**config.mk**
```make
export PLATFORM = sky130hd
export DESIGN_NAME = scw_port
export DESIGN_NICKNAME = d
export VERILOG_FILES = /design/src/scw_pkg.sv /design/src/scw_port.sv /design/src/scw_sync.sv
export SDC_FILE = /design/constraint.sdc
export NUM_CORES = 1
export LEC_CHECK = 0
export ABC_CLOCK_PERIOD_IN_PS = 3700
export BUFFER_PORTS_ARGS = -buffer_cell sky130_fd_sc_hd__buf_2
export CORE_MARGIN = 3
export CORE_UTILIZATION = 58
export CTS_BUF_LIST = sky130_fd_sc_hd__clkbuf_4 sky130_fd_sc_hd__clkbuf_8 sky130_fd_sc_hd__clkbuf_16
export CTS_CLUSTER_DIAMETER = 80
export DETAILED_ROUTE_END_ITERATION = 7
export PLACE_DENSITY = 0.84
export SLEW_MARGIN = 5
export SYNTH_ARGS = -nofsm -noshare
export SYNTH_HDL_FRONTEND = slang
export SYNTH_SLANG_ARGS = --single-unit
```
**constraint.sdc**
```tcl
create_clock -name clock -period 3.7 [get_ports clock]
set_clock_uncertainty 0.1 [all_clocks]
set_input_delay 0.74 -clock clock [delete_from_list [all_inputs] [get_ports clock]]
set_output_delay 0.74 -clock clock [all_outputs]
set_load 0.03 [all_outputs]
```
**src/scw_pkg.sv**
```systemverilog
// Package: constants for the serial configuration write port
package scw_pkg;
    // ----------------------------------------
    // Word layout
    // ----------------------------------------
    localparam int WORD_BITS = 26;
    localparam int DATA_BITS = 24;
    localparam int SEL_BITS = 2;
    // ----------------------------------------
    // Register select codes
    // ----------------------------------------
    localparam logic [1:0] SEL_DAC_MIXER_LO_WORD = 2'h0;
    localparam logic [1:0] SEL_DIVIDER_PUMP_CAL_MUTE_WORD = 2'h1;
    localparam logic [1:0] SEL_MODE_COUNTER_WORD = 2'h2;
    localparam logic [1:0] SEL_RESERVED_WORD = 2'h3;
    // ----------------------------------------
    // Reset values
    // ----------------------------------------
    localparam logic [23:0] DAC_MIXER_LO_WORD_RST = 24'h000000;
    localparam logic [23:0] DIVIDER_PUMP_CAL_MUTE_WORD_RST = 24'h000000;
    localparam logic [23:0] MODE_COUNTER_WORD_RST = 24'h000000;
    // ----------------------------------------
    // Field positions, first word
    // ----------------------------------------
    localparam int W1_DAC_HI = 23;
    localparam int W1_DAC_LO = 14;
    localparam int W1_BIAS_HI = 13;
    localparam int W1_BIAS_LO = 10;
    localparam int W1_DAC_OFF = 9;
    localparam int W1_RETUNE_EN = 8;
    localparam int W1_AMP_HI = 7;
    localparam int W1_AMP_LO = 6;
    localparam int W1_TRIM_HI = 5;
    localparam int W1_TRIM_LO = 3;
    localparam int W1_LO_LEVEL_HI = 2;
    localparam int W1_LO_LEVEL_LO = 1;
    localparam int W1_MUX_TEST = 0;
    // ----------------------------------------
    // Field positions, second word
    // ----------------------------------------
    localparam int W2_REFDIV_HI = 23;
    localparam int W2_REFDIV_LO = 14;
    localparam int W2_SWING_HI = 13;
    localparam int W2_SWING_LO = 12;
    localparam int W2_PUMP_HI = 11;
    localparam int W2_PUMP_LO = 9;
    localparam int W2_PRESCALER = 8;
    localparam int W2_ALGORITHM = 7;
    localparam int W2_KICKOFF = 6;
    localparam int W2_EXT_TEST = 5;
    localparam int W2_MUTE_EN = 4;
    localparam int W2_MUTE_TYPE = 3;
    localparam int W2_MUTE_LO = 2;
    localparam int W2_MUTE_MIX = 1;
    localparam int W2_MUTE_AMP = 0;
    // ----------------------------------------
    // Field positions, third word
    // ----------------------------------------
    localparam int W3_LEVEL_LOOP_OFF = 23;
    localparam int W3_PEAK_TEST = 22;
    localparam int W3_FUNC_HI = 21;
    localparam int W3_FUNC_LO = 17;
    localparam int W3_B_HI = 16;
    localparam int W3_B_LO = 5;
    localparam int W3_A_HI = 4;
    localparam int W3_A_LO = 0;
    // ----------------------------------------
    // Functional modes and prescaler
    // ----------------------------------------
    localparam logic [4:0] FUNC_POWER_DOWN = 5'h00;
    localparam int PRESCALER_LOW = 16;
    localparam int PRESCALER_HIGH = 19;
    // ----------------------------------------
    // Timing
    // ----------------------------------------
    localparam int CLK_MHZ = 100;
    localparam int SCLK_MAX_MHZ = 100;
    localparam int SYNC_STAGES = 3;
endpackage : scw_pkg

```
**src/scw_port.sv**
```systemverilog
// Serial configuration write port: shift register, load decode, config words
`timescale 1ns/1ps
`default_nettype none
//
// Overview of operation
// - Write-only port, no readback; serial clock up to 100 MHz; at a 100 MHz clock the two-clock hold limits the port to 25 MHz.
// - Each transfer is 26 bits; the last 26 bits shifted form the word.
// - Sent MSB first; top two bits select register, lower 24 are data.
// - Data bit captured into the shift register on serial clock rising edge.
// - Load rising edge copies the shift word into the selected register.
// - Select 00 first word, 01 second, 10 third, 11 reserved.
// - First word holds DAC, bias, DAC off, retune enable, amp, trim, LO level.
// - Prescaler modulus bit: 0 gives 16, 1 gives 19.
// - Second word holds divider, swing, pump, prescaler, tuning and mute controls.
// - Tuning algorithm bit picks standard or enhanced VCO calibration.
// - Kickoff bit starts calibration and clears itself when calibration ends.
// - Third word holds function select, B counter and A counter.
// - After power-up the device sits in power-down mode until programmed.
// - With retune enable set, loss of lock restarts calibration automatically; the code skips the relaunch while kickoff is still set.
//
module scw_port
    import scw_pkg::*;
(
    // Clock, reset, enable
    input wire logic clock,
    input wire logic rst,
    input wire logic clk_en,
    // Serial pins
    input wire logic host_bus_select,
    input wire logic serial_clk,
    input wire logic serial_data,
    input wire logic serial_load,
    // Calibration engine status
    input wire logic cal_done,
    input wire logic pll_locked,
    // Register contents
    output logic [DATA_BITS-1:0] dac_mixer_lo_word,
    output logic [DATA_BITS-1:0] divider_pump_cal_mute_word,
    output logic [DATA_BITS-1:0] mode_counter_word,
    // Decoded controls
    output logic [4:0] function_select,
    output logic retune_on_unlock_enable,
    output logic [4:0] prescaler_modulus_value,
    output logic tuning_algorithm,
    output logic tuning_kickoff,
    output logic cal_start,
    output logic word_loaded
);
    // ----------------------------------------
    // Pin synchronisers
    // ----------------------------------------
    logic sclk_s;
    logic sdat_s;
    logic load_s;
    logic sel_s;

    // Host pins are asynchronous; stage agreement filters glitches
    scw_sync u_sync_clk (
        .clock(clock),
        .rst(rst),
        .clk_en(clk_en),
        .pin(serial_clk),
        .level(sclk_s)
    );

    scw_sync u_sync_dat (
        .clock(clock),
        .rst(rst),
        .clk_en(clk_en),
        .pin(serial_data),
        .level(sdat_s)
    );

    scw_sync u_sync_load (
        .clock(clock),
        .rst(rst),
        .clk_en(clk_en),
        .pin(serial_load),
        .level(load_s)
    );

    scw_sync u_sync_sel (
        .clock(clock),
        .rst(rst),
        .clk_en(clk_en),
        .pin(host_bus_select),
        .level(sel_s)
    );

    // ----------------------------------------
    // Edge detection
    // ----------------------------------------
    logic sclk_q;
    logic load_q;
    logic locked_q;
    // Data passes the same depth as the clock, so it is sampled as it stood at the edge
    wire sclk_rise = sclk_s & ~sclk_q;
    wire load_rise = load_s & ~load_q;
    // Lock status already runs on this clock, so it skips the synchroniser
    wire lock_fall = locked_q & ~pll_locked;
    // Host must hold each pin level for two clocks or the edge is lost
    // Port ignores the pins while the two-wire bus is chosen
    wire port_on = sel_s;

    // ----------------------------------------
    // Shift register
    // ----------------------------------------
    logic [WORD_BITS-1:0] shift_q;
    wire [WORD_BITS-1:0] shift_d = {shift_q[WORD_BITS-2:0], sdat_s};
    wire [SEL_BITS-1:0] sel = shift_q[WORD_BITS-1 -: SEL_BITS];
    wire [DATA_BITS-1:0] payload = shift_q[DATA_BITS-1:0];
    // Any number of bits may be shifted; only the last 26 reach a word
    wire shift_en = port_on & sclk_rise;

    // ----------------------------------------
    // Load decode
    // ----------------------------------------
    wire do_load = port_on & load_rise;
    wire ld_w1 = do_load & (sel == SEL_DAC_MIXER_LO_WORD);
    wire ld_w2 = do_load & (sel == SEL_DIVIDER_PUMP_CAL_MUTE_WORD);
    wire ld_w3 = do_load & (sel == SEL_MODE_COUNTER_WORD);
    // Reserved select loads nothing; no readback path exists at all
    wire ld_any = ld_w1 | ld_w2 | ld_w3;

    // ----------------------------------------
    // Config registers
    // ----------------------------------------
    logic [DATA_BITS-1:0] w1_q;
    logic [DATA_BITS-1:0] w2_q;
    logic [DATA_BITS-1:0] w3_q;
    logic start_q;
    logic loaded_q;
    // Kickoff write launches calibration; loss of lock relaunches when enabled and kickoff is clear
    wire kick_wr = ld_w2 & payload[W2_KICKOFF];
    wire relaunch = w1_q[W1_RETUNE_EN] & lock_fall & ~w2_q[W2_KICKOFF];
    // Completion clears kickoff, but a fresh kickoff write in the same cycle wins
    wire kick_d = kick_wr | relaunch | (w2_q[W2_KICKOFF] & ~cal_done & ~ld_w2);

    // ----------------------------------------
    // Next values of the words and pulses
    // ----------------------------------------
    // Unselected words hold, save the kickoff bit, so a load touches one word only
    wire [DATA_BITS-1:0] w1_d = ld_w1 ? payload : w1_q;
    wire [DATA_BITS-1:0] w3_d = ld_w3 ? payload : w3_q;
    wire [DATA_BITS-1:0] w2_ld = ld_w2 ? payload : w2_q;
    wire [DATA_BITS-1:0] w2_d = {w2_ld[DATA_BITS-1:W2_KICKOFF+1], kick_d, w2_ld[W2_KICKOFF-1:0]};
    wire start_d = kick_wr | relaunch;
    wire loaded_d = ld_any;

    // ----------------------------------------
    // Clocked state
    // ----------------------------------------
    // Edge history freezes with clk_en, so no false edge follows a pause
    always_ff @(posedge clock) begin
        if (rst) begin
            sclk_q <= 1'b0;
            load_q <= 1'b0;
            locked_q <= 1'b0;
        end else if (clk_en) begin
            sclk_q <= sclk_s;
            load_q <= load_s;
            locked_q <= pll_locked;
        end
    end

    always_ff @(posedge clock) begin
        if (rst) begin
            shift_q <= '0;
        end else if (clk_en && shift_en) begin
            shift_q <= shift_d;
        end
    end

    // Power-down mode until first programming (reset value of third word)
    always_ff @(posedge clock) begin
        if (rst) begin
            w1_q <= DAC_MIXER_LO_WORD_RST;
            w2_q <= DIVIDER_PUMP_CAL_MUTE_WORD_RST;
            w3_q <= MODE_COUNTER_WORD_RST;
        end else if (clk_en) begin
            w1_q <= w1_d;
            w2_q <= w2_d;
            w3_q <= w3_d;
        end
    end

    // Pulses are registered so they line up with the word update
    always_ff @(posedge clock) begin
        if (rst) begin
            start_q <= 1'b0;
            loaded_q <= 1'b0;
        end else if (clk_en) begin
            start_q <= start_d;
            loaded_q <= loaded_d;
        end
    end

    // ----------------------------------------
    // Outputs
    // ----------------------------------------
    assign dac_mixer_lo_word = w1_q;
    assign divider_pump_cal_mute_word = w2_q;
    assign mode_counter_word = w3_q;
    assign function_select = w3_q[W3_FUNC_HI:W3_FUNC_LO];
    assign retune_on_unlock_enable = w1_q[W1_RETUNE_EN];
    // Modulus is decoded from the stored bit, not kept as a register
    assign prescaler_modulus_value = w2_q[W2_PRESCALER] ? 5'(PRESCALER_HIGH) : 5'(PRESCALER_LOW);
    assign tuning_algorithm = w2_q[W2_ALGORITHM];
    assign tuning_kickoff = w2_q[W2_KICKOFF];
    assign cal_start = start_q;
    assign word_loaded = loaded_q;
endmodule : scw_port
`default_nettype wire

```
**src/scw_sync.sv**
```systemverilog
// Three-stage synchroniser with agreement filter for a pin input
`timescale 1ns/1ps
`default_nettype none
module scw_sync
    import scw_pkg::*;
(
    // Clock and control
    input wire logic clock,
    input wire logic rst,
    input wire logic clk_en,
    // Pin in, clean level out
    input wire logic pin,
    output logic level
);
    logic s1_q;
    logic s2_q;
    logic s3_q;
    logic level_q;
    wire agree = (s2_q == s3_q);

    always_ff @(posedge clock) begin
        if (rst) begin
            s1_q <= 1'b0;
            s2_q <= 1'b0;
            s3_q <= 1'b0;
            level_q <= 1'b0;
        end else if (clk_en) begin
            s1_q <= pin;
            s2_q <= s1_q;
            s3_q <= s2_q;
            if (agree) begin
                level_q <= s3_q;
            end
        end
    end

    assign level = level_q;
endmodule : scw_sync
`default_nettype wire
```
After elaboration in Yosys (flattened, before gate mapping) --
Cells that the tools add are included.
Cells by class: muxes and demuxes 1, reductions and logical operators 9, equal/unequal tests 6, bitwise gates (word level) 23
Operators by type and width (number):
- $reduce_and A2 Y1 | 7
- $and A1 B1 Y1 | 13
- $not A1 Y1 | 6
- $eq A1 B1 Y1 | 4
- $or A1 B1 Y1 | 4
- $eq A2 B1 Y1 const B | 1
- $eq A2 B2 Y1 const B | 1
- $logic_not A2 Y1 | 1
- $mux W2 | 1
- $logic_and A1 B1 Y1 | 1
Storage, ports and cells: input port bits 9, word-level logic and storage cells 65, flip-flop bits (word level) 119, output and inout bits 87

Longest topological paths before layout --
word-level depth 7, gate-level depth with buffers 7, gate-level depth less buffers 3

By module --
From an unflattened synthesis, not the netlist that was laid out.
Second synthesis, totals: cells, all modules 515, area, all modules 4824.6 um2
Modules (own cells, without submodules):
- scw_port | instances 1, sequential area each 2062.0 um2, area an instance 4139.0 um2, cells each 451
- scw_sync | instances 4, sequential area each 80.1 um2, area an instance 171.4 um2, cells each 16

Worst setup path before layout --
No wires, ideal clock.
path type input -> register, start input port clk_en, end register w3_q[10], in the netlist mode_counter_word[10], setup time 120 ps, required time 3480 ps, path buffers 4, data arrival time 1683 ps, slack 1797 ps, cell stages on the path 7, path through buf_6 -> and3b_1 -> buf_2 -> and4b_1 -> buf_6 -> buf_6 -> mux2i_1
Between the ends: cells in the longest elaborated chain, start to end 1
RTL lines:
- start: declaration | line scw_port.sv:27 | input wire logic clk_en,
- $reduce_and A2 Y1 (no source line)
- end signal: assignment | line scw_port.sv:183 | w3_q <= w3_d;
- end: declaration | line scw_port.sv:130 | logic [DATA_BITS-1:0] w3_q;
No other way between the ends. A chain may end at the register's enable or synchronous reset.

Worst setup path in the final report --
start register u_sync_sel.level_q, in the netlist u_sync_sel.level, end register w2_q[16], in the netlist divider_pump_cal_mute_word[16]
Between the ends: cells in the longest elaborated chain, start to end 3
RTL lines:
- start: declaration | line scw_sync.sv:18 | logic level_q;
- start signal: assignment | line scw_sync.sv:32 | level_q <= s3_q;
- $and A1 B1 Y1 | line scw_port.sv:118 | wire do_load = port_on & load_rise;
- $and A1 B1 Y1 | line scw_port.sv:120 | wire ld_w2 = do_load & (sel == SEL_DIVIDER_PUMP_CAL_MUTE_WORD);
- $reduce_and A2 Y1 (no source line)
- end signal: assignment | line scw_port.sv:182 | w2_q <= w2_d;
- end: declaration | line scw_port.sv:129 | logic [DATA_BITS-1:0] w2_q;
No other way between the ends.

==> qor.csv <==
stage,metric,value,unit
outcome,outcome,"complete, no violations",
synthesis,Post-Synthesis Cells,540,
worst_setup_path,Critical Path AT,2.46,ns
floorplanning,Die Wd,96.3,um
layout,Layout Cells excl Fill,711,
pwr,Pleak,2.24,nW
floorplanning,CORE AREA,7810,um^2
routing,WL final,11300,um
worst_setup_path,CP endpoint kind,register,
worst_setup_path,required time at the worst-slack endpoint,3.95,ns
synthesis,Yosys reg bits,119,
pwr,PwrDens,525,nW/um^2
synthesis,Mapped Area,4720,um^2
sta,fin crit period,2.21,ns
floorplanning,Initial Util,0.605,
global_route,first-pass GRT wire length,17900,um
placed_design,Area after DPL,5060,um^2
placed_design,Detailed Place HPWL,6780,um
placed_design,pre-CTS WS,1.21,ns
worst_setup_path,Crit Path Category,register to register,
floorplanning,Die Y,96.3,um
sta,fin. max-slew vios,0,
routing,drt via density,5.68,
layout,fin area,5650,um^2
routing,Via Count,4036,
layout,area growth from synthesis to layout,19.6,%
job,Max-cap violations,0,
placed_design,cell total after placement,681,
worst_setup_path,Startpoint Class,register,
cts,CTS H-tree depth,4,
sta,PnR worst setup slack,1.49,ns
min_path,Hold Crit Class,register to register,
global_route,initial antenna violation count,0,
sta,Final Hold Fails,0,
global_route,global route total overflow,0,
cts,setup bufs post-CTS,0,
sta,"Setup violations, final",0,
cts,Clock Path Buffers,2,
cts,CTS root buf,clkbuf_8,
cts,Inserted Clock Buffers,17,
synthesis,Yosys cell types,27,
worst_setup_path,r2r setup slk,1.49,ns
sta,fmax,452,MHz
cts,TritonCTS clock tree,yes,
routing,# DRC,0,
global_route,gr usage total,0.248,
floorplanning,IO Count,96,
routing,DR iter-0 viols,344,
layout,nets@finish,607,
synthesis,register area share after synthesis,0.504,
pwr,maximum vdd drop,0.418,mV
cts,Hold Buf Count CTS,0,
cts,TritonCTS Sinks,119,
sta,RSZ-0062 raised after global routing,no,
placed_design,IO buf count,92,
layout,"commonest cells after routing, fill and taps aside","dfxtp_1 (119), buf_2 (91), a21oi_1 (77), nand2_1 (60)",
routing,first drt pass iteration count,5,
global_route,pin count of the biggest net entering global routing,89,
cts,# resized after CTS,0,
floorplanning,row count,32,
routing,Antenna Violating Nets Remaining,0,
layout,share of cells above drive strength 1,0.215,
routing,WL/cell,15.8,um
sta,Slew @ Worst Pin,0.962,ns
layout,# diodes,0,
synthesis,Mean Syn Cell Area,8.75,um^2
sta,crit share post-route,0.598,
cts,clk_lat worst skew,0.51,ns
global_route,number of global-route vias before repair,3728,
placed_design,routability-driven placement congestion ratio,0.770,
worst_setup_path,CP max FO,24,
synthesis,Yosys warning total,0,
cts,"CTS clk-pin slew, worst paths",0.05,ns
sta,hold slack,0.370,ns
floorplanning,die area,9270,um^2
sta,TNS Setup,0,ns
sta,Worst slew margin,0.357,
layout,"commonest non-fill, non-tap cell in the layout",dfxtp_1,
## registers in the layout, summed over array words and instances (netlist names), 24 cells and up
name	flops
dac_mixer_lo_word	24
divider_pump_cal_mute_word	24
mode_counter_word	24
shift_q	26
## cell usage after synthesis (all sizes together)
cell,n,area share
nand3,48,0.051
clkbuf,30,0.024
a21o,4,0.0064
conb,2,0.0016
and4b,2,0.0042
nor4bb,1,0.0021
a31oi,2,0.0026
a21oi,77,0.082
nor2,16,0.013
buf,31,0.044
a32oi,1,0.0019
dfxtp,119,0.50
mux2i,39,0.083
inv,1,0.00079
nor3b,1,0.0026
nand2b,48,0.064
o21ai,51,0.054
and3b,2,0.0037
o211ai,1,0.0016
nand4b,1,0.0019
or3b,1,0.0019
nand3b,2,0.0032
nand2,60,0.048
## path summary, 6_finish.rpt
path                             start                        endpoint  cells after the start
setup / recovery      u_sync_sel.level  divider_pump_cal_mute_word[16]                      3
hold / removal    mode_counter_word[2]            mode_counter_word[2]                      2
setup reg to reg      u_sync_sel.level  divider_pump_cal_mute_word[16]                      3
hold reg to reg   mode_counter_word[2]            mode_counter_word[2]                      2
## per-stage QoR
step,utilization,total power [mW]
finish,0.724,2.96
global route,0.724,3.04
CTS,0.724,2.97
global placement,0.648,1.37
detailed placement,0.648,1.37
floorplan,-,1.37
## power by group
group | switching [mW] | internal (mW)
Sequential | 0.00335 | 1.29
Clock | 0.544 | 1.07
Combinational | 0.0352 | 0.0214
## area by class of cell
| class | count | area, um^2 |
|---|---|---|
| Fill cell | 551 | 2160 |
| Sequential cell | 119 | 2380 |
| Clock buffer | 21 | 463 |
| Clock inverter | 9 | 125 |
| Inverter | 1 | 3.75 |
| Tap cell | 102 | 128 |
| Multi-Input combinational cell | 360 | 2020 |
| Timing Repair Buffer | 99 | 528 |
## critical path: stages (launching register included)
cell and delay, ns:
dfxtp_1 0.51, nand3b_1 0.72, o21ai_0 0.57, a21oi_1 0.15
## per-layer routing
layer	GRT usage	wire, um	share of wire	vias up
met5	0	0	0	-
met4	0.0995	155	0.014	0
li1	-	-	-	1937
met3	0.0665	1000	0.089	17
met1	0.324	4730	0.42	1887
met2	0.389	5380	0.48	195
## cells by family (layout without fill, tap and decap cells)
group / Yosys count / after routing / synth area share
buffers and inverters: 62 / 130 / 0.0691
DFF: 119 / 119 / 0.504
other: 2 / 3 / 0.00159
and+or+nand+nor: 182 / 182 / 0.194
AOI/OAI and AO/OA: 136 / 136 / 0.148
muxes: 39 / 39 / 0.0826
No activity file was read; power rests on OpenSTA's default activity.
